$ cat src/hdl/ipf_pkg.sv
// Purpose: Shared constants for the interrupt priority and flag block
// Assumes: Avalon-MM slave with 32-bit data, word-aligned registers
// Notes: Registers hold 16 bits in the low lanes, upper bits read zero except at the status word, whose upper half holds the mask
package ipf_pkg;
	// ****************************************
	// Register map
	// ****************************************
	localparam logic [3:0] CTRL_TWO_OFS = 4'h0;
	localparam logic [3:0] FLAG_ZERO_OFS = 4'h4;
	localparam logic [3:0] PRIO_22_OFS = 4'h8;
	localparam logic [3:0] IRQ_STAT_OFS = 4'hc;
	localparam logic [15:0] CTRL_TWO_MASK = 16'h001f;
	localparam logic [15:0] FLAG_ZERO_MASK = 16'h0007;
	localparam logic [15:0] PRIO_22_MASK = 16'h7777;
	localparam logic [15:0] CTRL_TWO_RST = 16'h0000;
	localparam logic [15:0] FLAG_ZERO_RST = 16'h0000;
	localparam logic [15:0] PRIO_22_RST = 16'h4444;
	localparam logic [15:0] IRQ_RST = 16'h0000;
	// ****************************************
	// Field positions
	// ****************************************
	localparam int EXT_NUM = 5;
	localparam int EXT0_FLAG_BIT = 0;
	localparam int CAPTURE1_FLAG_BIT = 1;
	localparam int COMPARE1_FLAG_BIT = 2;
	localparam int RX4_LSB = 0;
	localparam int TX4_LSB = 4;
	localparam int SYNC3_GEN_LSB = 8;
	localparam int SYNC3_TX_LSB = 12;
	localparam int PRIO_W = 3;
	localparam int SRC_NUM = 4;
	localparam logic [2:0] PRIO_OFF = 3'h0;
endpackage : ipf_pkg

$ cat src/hdl/ipf_edge_det.sv
// Purpose: Synchronise one external input and detect the chosen edge
// Assumes: Input is asynchronous to sys_clk
// Notes: Pulse lasts one cycle
`timescale 1ns/1ns
module ipf_edge_det (
	input wire logic sys_clk,
	input wire logic rst,
	input wire logic pin_in,
	input wire logic falling_sel,
	output logic edge_pulse
);
	logic meta_q;
	logic sync_q;
	logic last_q;
	always_ff @(posedge sys_clk) begin
		if (rst) begin
			meta_q <= 1'b0;
			sync_q <= 1'b0;
			last_q <= 1'b0;
		end else begin
			meta_q <= pin_in;
			sync_q <= meta_q;
			last_q <= sync_q;
		end
	end
	// Polarity 0 rising, 1 falling
	assign edge_pulse = falling_sel ? (last_q & ~sync_q)
		: (~last_q & sync_q);
endmodule : ipf_edge_det

$ cat src/hdl/ipf_top.sv
// Purpose: Edge polarity, request flags and priority fields
// Assumes: Avalon-MM master honours waitrequest
// Notes: One wait cycle per access
// Function
// - One polarity bit per external input, bit 0 to bit 4
// - Polarity 0 detects rising edge, 1 detects falling edge
// - Flag reads 1 after a request, 0 if none since clearing
// - Compare channel one flag sits at bit 2
// - Capture channel one flag sits at bit 1
// - External input zero flag sits at bit 0
// - Three-bit priority field encodes level directly, 7 highest
// - Priority 000 disables the source, never presented
// - Serial four transmit priority at bits 6 to 4
// - Serial four receive priority at bits 2 to 0
// - Sync port three general at 10 to 8, transmit at 14 to 12
// - Unimplemented bits read zero, writes ignored
`timescale 1ns/1ns
module ipf_top (
	input wire logic sys_clk,
	input wire logic rst,
	input wire logic [3:0] avs_address,
	input wire logic avs_read,
	input wire logic avs_write,
	input wire logic [31:0] avs_writedata,
	input wire logic [3:0] avs_byteenable,
	output logic [31:0] avs_readdata,
	output logic avs_waitrequest,
	input wire logic [4:0] ext_in,
	input wire logic compare_one_req,
	input wire logic capture_one_req,
	input wire logic [3:0] src_req,
	output logic [3:0] src_pending,
	output logic [2:0] top_level,
	output logic irq
);
	// ****************************************
	// Registers and decode
	// ****************************************
	logic [15:0] ctrl_two_q;
	logic [15:0] flag_zero_q;
	logic [15:0] prio_22_q;
	logic [3:0] src_flag_q;
	logic [15:0] irq_mask_q;
	logic ack_q;
	logic wait_q;
	logic [31:0] rdata_q;
	logic [3:0] pend_q;
	logic [2:0] lvl_q;
	logic irq_q;
	logic [4:0] ext_edge;
	wire access = (avs_read | avs_write) & ~ack_q;
	// Write lands at the edge that completes the handshake
	wire wr_en = avs_write & ack_q;
	wire [15:0] be_mask = {{8{avs_byteenable[1]}}, {8{avs_byteenable[0]}}};
	wire [15:0] mask_be = {{8{avs_byteenable[3]}}, {8{avs_byteenable[2]}}};
	wire sel_ctrl = avs_address == ipf_pkg::CTRL_TWO_OFS;
	wire sel_flag = avs_address == ipf_pkg::FLAG_ZERO_OFS;
	wire sel_prio = avs_address == ipf_pkg::PRIO_22_OFS;
	wire sel_stat = avs_address == ipf_pkg::IRQ_STAT_OFS;
	wire [15:0] wdata = avs_writedata[15:0];
	// ****************************************
	// External edge detectors
	// ****************************************
	genvar gi;
	generate
		for (gi = 0; gi < ipf_pkg::EXT_NUM; gi++) begin : g_ext
			ipf_edge_det u_det (
				.sys_clk(sys_clk),
				.rst(rst),
				.pin_in(ext_in[gi]),
				.falling_sel(ctrl_two_q[gi]),
				.edge_pulse(ext_edge[gi])
			);
		end
	endgenerate
	// ****************************************
	// Flag update, set wins over clear
	// ****************************************
	wire [15:0] flag_set = {13'h0, compare_one_req, capture_one_req,
		ext_edge[0]};
	wire flag_wr = wr_en & sel_flag;
	wire [15:0] flag_keep = flag_wr ? (flag_zero_q & (wdata | ~be_mask))
		: flag_zero_q;
	wire [15:0] flag_d = (flag_keep | flag_set)
		& ipf_pkg::FLAG_ZERO_MASK;
	// Priority fields gate per-source requests
	wire [2:0] p_rx = prio_22_q[ipf_pkg::RX4_LSB +: ipf_pkg::PRIO_W];
	wire [2:0] p_tx = prio_22_q[ipf_pkg::TX4_LSB +: ipf_pkg::PRIO_W];
	wire [2:0] p_gen = prio_22_q[ipf_pkg::SYNC3_GEN_LSB +: ipf_pkg::PRIO_W];
	wire [2:0] p_stx = prio_22_q[ipf_pkg::SYNC3_TX_LSB +: ipf_pkg::PRIO_W];
	wire [3:0] src_en = {p_stx != ipf_pkg::PRIO_OFF,
		p_gen != ipf_pkg::PRIO_OFF, p_tx != ipf_pkg::PRIO_OFF,
		p_rx != ipf_pkg::PRIO_OFF};
	wire src_wr = wr_en & sel_stat;
	wire [3:0] src_keep = src_wr ? (src_flag_q & ~(wdata[3:0]
		& be_mask[3:0])) : src_flag_q;
	wire [3:0] src_d = src_keep | src_req;
	wire [3:0] pend_d = src_flag_q & src_en;
	// Highest level among pending sources
	wire [2:0] l0 = pend_d[0] ? p_rx : ipf_pkg::PRIO_OFF;
	wire [2:0] l1 = pend_d[1] ? p_tx : ipf_pkg::PRIO_OFF;
	wire [2:0] l2 = pend_d[2] ? p_gen : ipf_pkg::PRIO_OFF;
	wire [2:0] l3 = pend_d[3] ? p_stx : ipf_pkg::PRIO_OFF;
	wire [2:0] m01 = (l0 > l1) ? l0 : l1;
	wire [2:0] m23 = (l2 > l3) ? l2 : l3;
	wire [2:0] lvl_d = (m01 > m23) ? m01 : m23;
	wire [15:0] stat_view = {12'h000, src_flag_q};
	wire irq_d = |((flag_zero_q | {12'h000, pend_d}) & irq_mask_q);
	// Read mux, unmapped returns zero
	wire [15:0] rd_sel = sel_ctrl ? ctrl_two_q : sel_flag ? flag_zero_q
		: sel_prio ? prio_22_q : sel_stat ? stat_view
		: 16'h0000;
	// Mask register lives in the upper half of the status word
	wire [31:0] rd_word = sel_stat ? {irq_mask_q, rd_sel} : {16'h0000, rd_sel};
	// ****************************************
	// Sequential logic
	// ****************************************
	always_ff @(posedge sys_clk) begin
		if (rst) begin
			ctrl_two_q <= ipf_pkg::CTRL_TWO_RST;
			prio_22_q <= ipf_pkg::PRIO_22_RST;
			irq_mask_q <= ipf_pkg::IRQ_RST;
		end else if (wr_en) begin
			if (sel_ctrl)
				ctrl_two_q <= ((ctrl_two_q & ~be_mask) | (wdata & be_mask))
					& ipf_pkg::CTRL_TWO_MASK;
			if (sel_prio)
				prio_22_q <= ((prio_22_q & ~be_mask) | (wdata & be_mask))
					& ipf_pkg::PRIO_22_MASK;
			if (sel_stat)
				irq_mask_q <= (irq_mask_q & ~mask_be)
					| (avs_writedata[31:16] & mask_be);
		end
	end
	always_ff @(posedge sys_clk) begin
		if (rst) begin
			flag_zero_q <= ipf_pkg::FLAG_ZERO_RST;
			src_flag_q <= 4'h0;
			pend_q <= 4'h0;
			lvl_q <= 3'h0;
			irq_q <= 1'b0;
		end else begin
			flag_zero_q <= flag_d;
			src_flag_q <= src_d;
			pend_q <= pend_d;
			lvl_q <= lvl_d;
			irq_q <= irq_d;
		end
	end
	always_ff @(posedge sys_clk) begin
		if (rst) begin
			ack_q <= 1'b0;
			wait_q <= 1'b1;
			rdata_q <= 32'h00000000;
		end else begin
			ack_q <= access;
			wait_q <= ~access;
			rdata_q <= (avs_read & ~ack_q) ? rd_word : rdata_q;
		end
	end
	assign avs_waitrequest = wait_q;
	assign avs_readdata = rdata_q;
	assign src_pending = pend_q;
	assign top_level = lvl_q;
	assign irq = irq_q;
	// ****************************************
	// Assertions
	// ****************************************
	property p_ctrl_zero;
		@(posedge sys_clk) disable iff (rst)
		ctrl_two_q[15:5] == 11'h000;
	endproperty
	a_ctrl_zero: assert property (p_ctrl_zero)
		else $error("control unimplemented bits set");
	property p_prio_reset;
		@(posedge sys_clk) $fell(rst) |-> prio_22_q == 16'h4444;
	endproperty
	a_prio_reset: assert property (p_prio_reset)
		else $error("priority reset value wrong");
	property p_compare_set;
		@(posedge sys_clk) disable iff (rst)
		compare_one_req |=> flag_zero_q[2];
	endproperty
	a_compare_set: assert property (p_compare_set)
		else $error("compare flag not set");
	property p_capture_set;
		@(posedge sys_clk) disable iff (rst)
		capture_one_req |=> flag_zero_q[1];
	endproperty
	a_capture_set: assert property (p_capture_set)
		else $error("capture flag not set");
	property p_ext0_set;
		@(posedge sys_clk) disable iff (rst)
		ext_edge[0] |=> flag_zero_q[0];
	endproperty
	a_ext0_set: assert property (p_ext0_set)
		else $error("external zero flag not set");
	property p_flag_hold;
		@(posedge sys_clk) disable iff (rst)
		flag_zero_q[0] & ~flag_wr |=> flag_zero_q[0];
	endproperty
	a_flag_hold: assert property (p_flag_hold)
		else $error("flag dropped without write");
	property p_flag_cause;
		@(posedge sys_clk) disable iff (rst)
		$rose(flag_zero_q[1]) |-> $past(capture_one_req);
	endproperty
	a_flag_cause: assert property (p_flag_cause)
		else $error("flag rose without request");
	property p_disabled;
		@(posedge sys_clk) disable iff (rst)
		p_tx == 3'h0 |=> ~src_pending[1];
	endproperty
	a_disabled: assert property (p_disabled)
		else $error("disabled source presented");
	property p_level;
		@(posedge sys_clk) disable iff (rst)
		pend_d == 4'h1 |=> top_level == $past(p_rx);
	endproperty
	a_level: assert property (p_level)
		else $error("level mismatch");
	property p_wait;
		@(posedge sys_clk) disable iff (rst)
		access |=> ~avs_waitrequest ##1 avs_waitrequest;
	endproperty
	a_wait: assert property (p_wait)
		else $error("bus handshake wrong");
	property p_ext0_clear;
		@(posedge sys_clk) disable iff (rst)
		flag_wr & be_mask[0] & ~wdata[0] & ~ext_edge[0]
			|=> ~flag_zero_q[0];
	endproperty
	a_ext0_clear: assert property (p_ext0_clear)
		else $error("external zero flag not cleared");
	property p_capture_clear;
		@(posedge sys_clk) disable iff (rst)
		flag_wr & be_mask[1] & ~wdata[1] & ~capture_one_req
			|=> ~flag_zero_q[1];
	endproperty
	a_capture_clear: assert property (p_capture_clear)
		else $error("capture flag not cleared");
	property p_compare_clear;
		@(posedge sys_clk) disable iff (rst)
		flag_wr & be_mask[2] & ~wdata[2] & ~compare_one_req
			|=> ~flag_zero_q[2];
	endproperty
	a_compare_clear: assert property (p_compare_clear)
		else $error("compare flag not cleared");
	property p_flag_zero;
		@(posedge sys_clk) disable iff (rst)
		flag_zero_q[15:3] == 13'h0;
	endproperty
	a_flag_zero: assert property (p_flag_zero)
		else $error("flag unimplemented bits set");
	property p_prio_gaps;
		@(posedge sys_clk) disable iff (rst)
		(prio_22_q & ~ipf_pkg::PRIO_22_MASK) == 16'h0000;
	endproperty
	a_prio_gaps: assert property (p_prio_gaps)
		else $error("priority unimplemented bits set");
	property p_rx_field;
		@(posedge sys_clk) disable iff (rst)
		wr_en & sel_prio & be_mask[0] |=> p_rx == $past(wdata[2:0]);
	endproperty
	a_rx_field: assert property (p_rx_field)
		else $error("receive priority field misplaced");
	property p_tx_field;
		@(posedge sys_clk) disable iff (rst)
		wr_en & sel_prio & be_mask[0] |=> p_tx == $past(wdata[6:4]);
	endproperty
	a_tx_field: assert property (p_tx_field)
		else $error("transmit priority field misplaced");
	property p_gen_field;
		@(posedge sys_clk) disable iff (rst)
		wr_en & sel_prio & be_mask[8] |=> p_gen == $past(wdata[10:8]);
	endproperty
	a_gen_field: assert property (p_gen_field)
		else $error("general priority field misplaced");
	property p_stx_field;
		@(posedge sys_clk) disable iff (rst)
		wr_en & sel_prio & be_mask[8] |=> p_stx == $past(wdata[14:12]);
	endproperty
	a_stx_field: assert property (p_stx_field)
		else $error("sync transmit priority field misplaced");
	property p_ctrl_write;
		@(posedge sys_clk) disable iff (rst)
		wr_en & sel_ctrl & be_mask[0]
			|=> ctrl_two_q[4:0] == $past(wdata[4:0]);
	endproperty
	a_ctrl_write: assert property (p_ctrl_write)
		else $error("polarity bits not written");
	property p_pend_rx;
		@(posedge sys_clk) disable iff (rst)
		src_pending[0] |-> $past(p_rx) != ipf_pkg::PRIO_OFF;
	endproperty
	a_pend_rx: assert property (p_pend_rx)
		else $error("disabled receive source pending");
	property p_irq_disabled;
		@(posedge sys_clk) disable iff (rst)
		src_en == 4'h0 && flag_zero_q == 16'h0000 |=> ~irq;
	endproperty
	a_irq_disabled: assert property (p_irq_disabled)
		else $error("disabled sources raised interrupt");
	property p_level_top;
		@(posedge sys_clk) disable iff (rst)
		src_pending[3] |-> top_level >= $past(p_stx);
	endproperty
	a_level_top: assert property (p_level_top)
		else $error("level below pending source");
	property p_level_zero;
		@(posedge sys_clk) disable iff (rst)
		src_pending == 4'h0 |-> top_level == 3'h0;
	endproperty
	a_level_zero: assert property (p_level_zero)
		else $error("level set with nothing pending");
	property p_read_zero;
		@(posedge sys_clk) disable iff (rst)
		access & avs_read & ~(sel_ctrl | sel_flag | sel_prio | sel_stat)
			|=> avs_readdata == 32'h00000000;
	endproperty
	a_read_zero: assert property (p_read_zero)
		else $error("unmapped read not zero");
endmodule : ipf_top

$ cat config.mk
export PLATFORM = sky130hd
export DESIGN_NAME = ipf_top
export DESIGN_NICKNAME = d
export VERILOG_FILES = /design/src/hdl/ipf_pkg.sv /design/src/hdl/ipf_edge_det.sv /design/src/hdl/ipf_top.sv
export SDC_FILE = /design/constraint.sdc
export NUM_CORES = 1
export LEC_CHECK = 0
export ABC_CLOCK_PERIOD_IN_PS = 2700
export BUFFER_PORTS_ARGS = -buffer_cell sky130_fd_sc_hd__buf_2
export CAP_MARGIN = 20
export CORE_ASPECT_RATIO = 1.2
export CORE_UTILIZATION = 35
export CTS_CLUSTER_SIZE = 24
export DETAILED_ROUTE_END_ITERATION = 10
export SLEW_MARGIN = 20
export SYNTH_ARGS = -nofsm -noshare
export SYNTH_HDL_FRONTEND = slang
export SYNTH_HIERARCHICAL = 1
export SYNTH_SLANG_ARGS = --single-unit
$ cat constraint.sdc
create_clock -name sys_clk -period 2.7 [get_ports sys_clk]
set_clock_uncertainty 0.2 [all_clocks]
set_input_delay 0.135 -clock sys_clk [delete_from_list [all_inputs] [get_ports sys_clk]]
set_output_delay 0.135 -clock sys_clk [all_outputs]
set_load 0.1 [all_outputs]
Yosys cells after proc, flatten, opt, wreduce, memory -nomap -nowiden
Cells that the tools add are included.
{"block": "op_classes", "magnitude_cmp": 3, "eq_ne": 3, "mux": 15, "bitwise": 32, "n_reduce_logical": 9}
{"operator": "$and 16x16->16", "n": 3}
{"operator": "$mux 32", "n": 1}
{"operator": "$and 15x15->15", "n": 2}
{"operator": "$mux 15", "n": 2}
{"operator": "$mux 3", "n": 8}
{"operator": "$mux 16", "n": 1}
{"operator": "$not 16->16", "n": 1}
{"operator": "$or 16x16->16", "n": 1}
{"operator": "$reduce_or 16->1", "n": 1}
{"operator": "$not 15->15", "n": 1}
{"operator": "$or 15x15->15", "n": 1}
{"operator": "$and 4x4->4", "n": 3}
{"operator": "$reduce_bool 3->1", "n": 4}
{"operator": "$gt 3x3->1", "n": 3}
{"operator": "$eq 4x4->1 const B", "n": 2}
{"operator": "$mux 4", "n": 2}
{"operator": "$and 1x1->1", "n": 7}
{"operator": "$or 3x3->3", "n": 2}
{"operator": "$reduce_and 2->1", "n": 3}
{"operator": "$and 5x5->5", "n": 1}
{"operator": "$or 5x5->5", "n": 1}
{"operator": "$eq 4x3->1 const B", "n": 1}
{"operator": "$logic_not 4->1", "n": 1}
{"operator": "$not 1->1", "n": 4}
{"operator": "other kinds (6)", "n": 6}
{"block": "word_totals", "ff_bits": 85, "input_bits": 55, "out_inout_bits": 41, "elab_cells": 76}

Depth between registers and ports, before layout
{"block": "depth", "ltp_word": 7, "ltp_mapped": 13, "depth_no_buf": 13}

Modules after synthesis
The synthesis kept the hierarchy.
{"mod": "ipf_top", "n_inst": 1, "cells_per_inst": 371, "area_per_inst_um2": 3352.0, "seq_area_each_um2": 1581.5}
{"mod": "ipf_edge_det", "n_inst": 1, "cells_per_inst": 9, "area_per_inst_um2": 101.3, "seq_area_each_um2": 60.1}

Worst setup path before layout
OpenSTA, ideal clock, no wires.
{"block": "synth_path", "path_kind": "flip-flop to flip-flop", "startpoint": "register src_flag_q[3]", "endpoint": "register lvl_q[2] (netlist: top_level[2])", "setup_ns": 0.115, "arrival_time_ns": 2.492, "t_required_ns": 2.385, "path_slack_ns": -0.107, "path_stages_with_launch": 12, "n_path_buf": 0, "synth_period_minus_slack_ns": 2.807, "cell_sequence": "dfxtp_1 -> nand2_1 -> ha_1 -> and3_1 -> a21oi_1 -> mux2_2 -> ha_1 -> nor2b_1 -> o21a_1 -> o21ai_1 -> a21oi_1 -> o21a_1"}
{"block": "synth_via", "elab_chain_len": 6}
{"element": "start: declaration", "line_no": "ipf_top.sv:42", "text": "logic [3:0] src_flag_q;"}
{"element": "start signal: assignment", "line_no": "ipf_top.sv:144", "text": "src_flag_q <= src_d;"}
{"element": "$and 4x4->4 (*)", "line_no": "ipf_top.sv:98", "text": "wire [3:0] pend_d = src_flag_q & src_en;"}
{"element": "$mux 3 (*)", "line_no": "ipf_top.sv:103", "text": "wire [2:0] l3 = pend_d[3] ? p_stx : ipf_pkg::PRIO_OFF;"}
{"element": "$gt 3x3->1", "line_no": "ipf_top.sv:105", "text": "wire [2:0] m23 = (l2 > l3) ? l2 : l3;"}
{"element": "$mux 3 (*)", "line_no": "ipf_top.sv:105"}
{"element": "$gt 3x3->1", "line_no": "ipf_top.sv:106", "text": "wire [2:0] lvl_d = (m01 > m23) ? m01 : m23;"}
{"element": "$mux 3 (*)", "line_no": "ipf_top.sv:106"}
{"element": "end signal: assignment", "line_no": "ipf_top.sv:146", "text": "lvl_q <= lvl_d;"}
{"element": "end: declaration", "line_no": "ipf_top.sv:48", "text": "logic [2:0] lvl_q;"}
Mark *: on every way between the ends. The rest lies on a longest branch, timed or not.
A chain may end at the register's enable or synchronous reset.

Worst setup path in the final report
{"block": "layout_path", "startpoint": "register src_flag_q[1]", "endpoint": "register lvl_q[2] (netlist: top_level[2])"}
{"block": "layout_via", "elab_chain_len": 6}
{"element": "$and 4x4->4 (*)", "line_no": "ipf_top.sv:98"}
{"element": "$mux 3 (*)", "line_no": "ipf_top.sv:101", "text": "wire [2:0] l1 = pend_d[1] ? p_tx : ipf_pkg::PRIO_OFF;"}
{"element": "$gt 3x3->1", "line_no": "ipf_top.sv:104", "text": "wire [2:0] m01 = (l0 > l1) ? l0 : l1;"}
{"element": "$mux 3 (*)", "line_no": "ipf_top.sv:104"}
{"element": "$gt 3x3->1", "line_no": "ipf_top.sv:106"}
{"element": "$mux 3 (*)", "line_no": "ipf_top.sv:106"}
Marks and branches as above.

==> results.toml <==
[run_status]
outcome = "finished with violations"
violations = "setup timing"

[synthesis]
largest_family_of_logic_cells_by_synthesized_area = "simple AND/OR/NAND/NOR gates"
synth_cell_types = 36
yosysWarnings = 6
postSynth.topFlopCell = "dfxtp_1"
ys_top_cells_by_area = "dfxtp_1 48%, mux2i_1 10%, nand2_1 5.3%, a21oi_1 5.2%, nor2_1 5.0%"
yosys-top-cells-count = "82 x dfxtp_1, 49 x nand2_1, 46 x nor2_1, 36 x a21oi_1, 36 x mux2i_1"
synth.most_common_cell = "dfxtp_1"
postSynthCellCount = 380
synth_adder_area_share_pct = 3.26
synth-compound-area-share_pct = 10.1
syn-mean-instance-area_um2 = 9.09
synth_xor_xnor_area_share_pct = 0
synth_simple_gate_area_share_pct = 19.8
synth_sequential_area_ratio_pct = 47.5
postSynth.asyncResetShare_pct = 0
synth.top_cell.area_share_pct = 47.5
synth.largest_area_cell = "dfxtp_1"
post_synth_mux_area_share_pct = 13.4
synth.cell_area_um2 = 3450
synth-seq-cells = 82
post_synth_edffs = 0

[detailed_routing]
route.antenna.remaining_nets = 0
drt_first_pass_iters = 4
routed_wl_um = 9450
wl_met2_um = 4620
drc_errors = 0
routed.top_layer = "met4"
wl_met1_um = 4010
route.met3.wl_um = 357
detailroute.via_count = 3242
number_of_vias_per_cell = 4.90
post_dr_wirelength_cell_um = 14.3
drtIter0Drc = 134

[grt]
grt_max_degree = 33
number_of_global_route_vias_before_repair = 3287
number_of_antenna_violations_at_the_first_check_in_global_routing = 2
gr-total-overflow = 0
grt_first_pass_wirelength_um = 15200
grt_usage_pct = 19.2

[flow_run]
maxCapViolCount = 0

[cts]
worstSkewPairLatency_ns = 0.33
cts.clk_slew.worst_paths_ns = 0.06
cts-root-buf = "clkbuf_16"
clock_sinks = 82
tritoncts = "done"
cts_max_path_buffers = 2
cts_inserted_buffers = 9
clock_tree.htree_level_count = 3

[layout]
areaGrowthSynthToFinish_pct = 47.1
final-seq-area_um2 = 1650
layout.nets = 598
area_of_the_multi_input_gates_um2 = 1770
final.fill_count = 921
final_area_um2 = 5080
drive_above_1_share_pct = 32.2

[timing]
report.final.setup_viol = 3
setup_total_negative_slack_ns = -0.190
slew_violations = 0
maxSlewHeadroom_pct = 66.8
timing.final.crit_period_ns = 2.78
fmax_mhz = 360
fin_crit_sh_pct = 103
hold_viol_final = 0
tightestPinTransition_ns = 0.495
setup_ws_ns = -0.0814
unrepaired_setup_endpoints_after_global_routing = "true"

[critical_path]
crit_required_ns = 2.73
timing.setup.critical_path_class = "reg2reg"
timing.critical_path.from_type = "register"
worst-path-max-fanout = 5
critical_path_arrival_ns = 2.81
crit_path_end_kind = "register"

[pwr]
vdd.ir_drop.worst_uv = 277
powerDensity_nw_per_um2 = 567
power_leakage_nw = 2.32

[floorplanning]
core_region_area_um2 = 9560
die_width_um = 92.7
design.die.area_um2 = 10300
top_level_ports = 96
num_rows = 39
initial_utilization_pct = 36.1
height_of_the_die_um = 111

[hold_path]
hp-class = "in2reg"

[place]
globalplace.congestion = 0.861
place.detailed.hpwl_um = 6590
placement.io_buffers = 85
dpl_cell_area_um2 = 4150
==> cells in the final DEF, fill, tap and decap left out, types with 4 or more instances in the layout <==
cell type      count
buf_2             85
dfxtp_1           77
nor2_1            46
dlygate4sd3_1     46
nand2_1           44
mux2i_1           34
a21oi_1           34
buf_4             34
nand3_1           30
inv_1             11
clkbuf_16          9
nand2b_1           5
ha_4               5
a22oi_1            4
o21ai_0            4
o31ai_1            4
nor2b_1            4
ha_1               4
dfxtp_2            4
==> critical path, cell delays in order, from the launching register on <==
cell     delay, ns
dfxtp_4       0.36
buf_6         0.12
nand2_4       0.07
inv_2         0.04
ha_4          0.15
nor2b_4       0.11
o21ai_2       0.06
a32oi_2       0.25
mux2i_2       0.35
ha_4          0.25
nor2b_4       0.12
o21a_1        0.19
o21ai_4       0.19
a21oi_1       0.09
o21a_1        0.13
==> layout make-up <==
class	instances	area share [%]
Clock buffer	12	4.85
Sequential cell	82	32.5
Timing Repair Buffer	167	22.9
Clock inverter	3	0.788
Inverter	13	0.961
Antenna cell	1	0.0493
Tap cell	123	3.03
Multi-Input combinational cell	261	34.9
==> power by group <==
group | internal, mW | leakage, nW | total, mW | switching, mW
Sequential | 1.23 | 0.667 | 1.25 | 0.0166
Combinational | 0.178 | 1.51 | 0.441 | 0.263
Clock | 0.733 | 0.142 | 1.19 | 0.457
==> layer usage <==
| metal | global-route usage, % | vias up |
|---|---|---|
| li1 | - | 1602 |
| met1 | 21.8 | 1514 |
| met2 | 32.2 | 96 |
| met3 | 3.09 | 30 |
| met4 | 13.8 | 0 |
| met5 | 0 | - |
==> worst paths after layout <==
kind / startpoint / end / slack, ns / depth (start not counted)
hold reg to reg: avs_readdata[5] / avs_readdata[5] / 0.25 / 2
setup / recovery: src_flag_q[1] / top_level[2] / -0.08 / 14
setup reg to reg: src_flag_q[1] / top_level[2] / -0.08 / 14
hold / removal: rst / register / 0.04 / 2
==> through the flow <==
stage | worst slack, ns | std cells | power (mW) | utilization [%] | hold slack, ns
after floorplan | 0.0146 | 382 | 1.51 | - | 0.00661
after global placement | -0.0388 | 596 | 1.62 | 43.4 | 0.155
after detailed placement | -0.198 | 596 | 1.63 | 43.4 | 0.159
after CTS | -0.0949 | 657 | 2.89 | 51.8 | 0.0273
after global routing | -0.193 | 662 | 2.99 | 53.1 | 0.0562
final | -0.0814 | 662 | 2.88 | 53.1 | 0.0411
==> repair_timing <==
| action | CTS | global route |
|---|---|---|
| hold buffers | 46 | 0 |
| endpoints found under the setup margin | 3 | 3 |
| buffers inserted | 0 | 4 |
| pin swaps | 4 | 3 |
| hold endpoints to repair | 44 | 0 |
| resized for setup | 17 | 20 |
==> logic make-up (layout without fill, tap and decap cells) <==
logic type               count (synthesis)  after routing
multiplexers                            42             42
flip-flops                              82             82
AND/OR/NAND/NOR                        148            148
adder cells (fa/ha/maj)                  9              9
AO/OA/AOI/OAI                           59             59
other                                    1              4
buffers and inverters                   39            195
No activity file was read; power rests on OpenSTA's default activity.
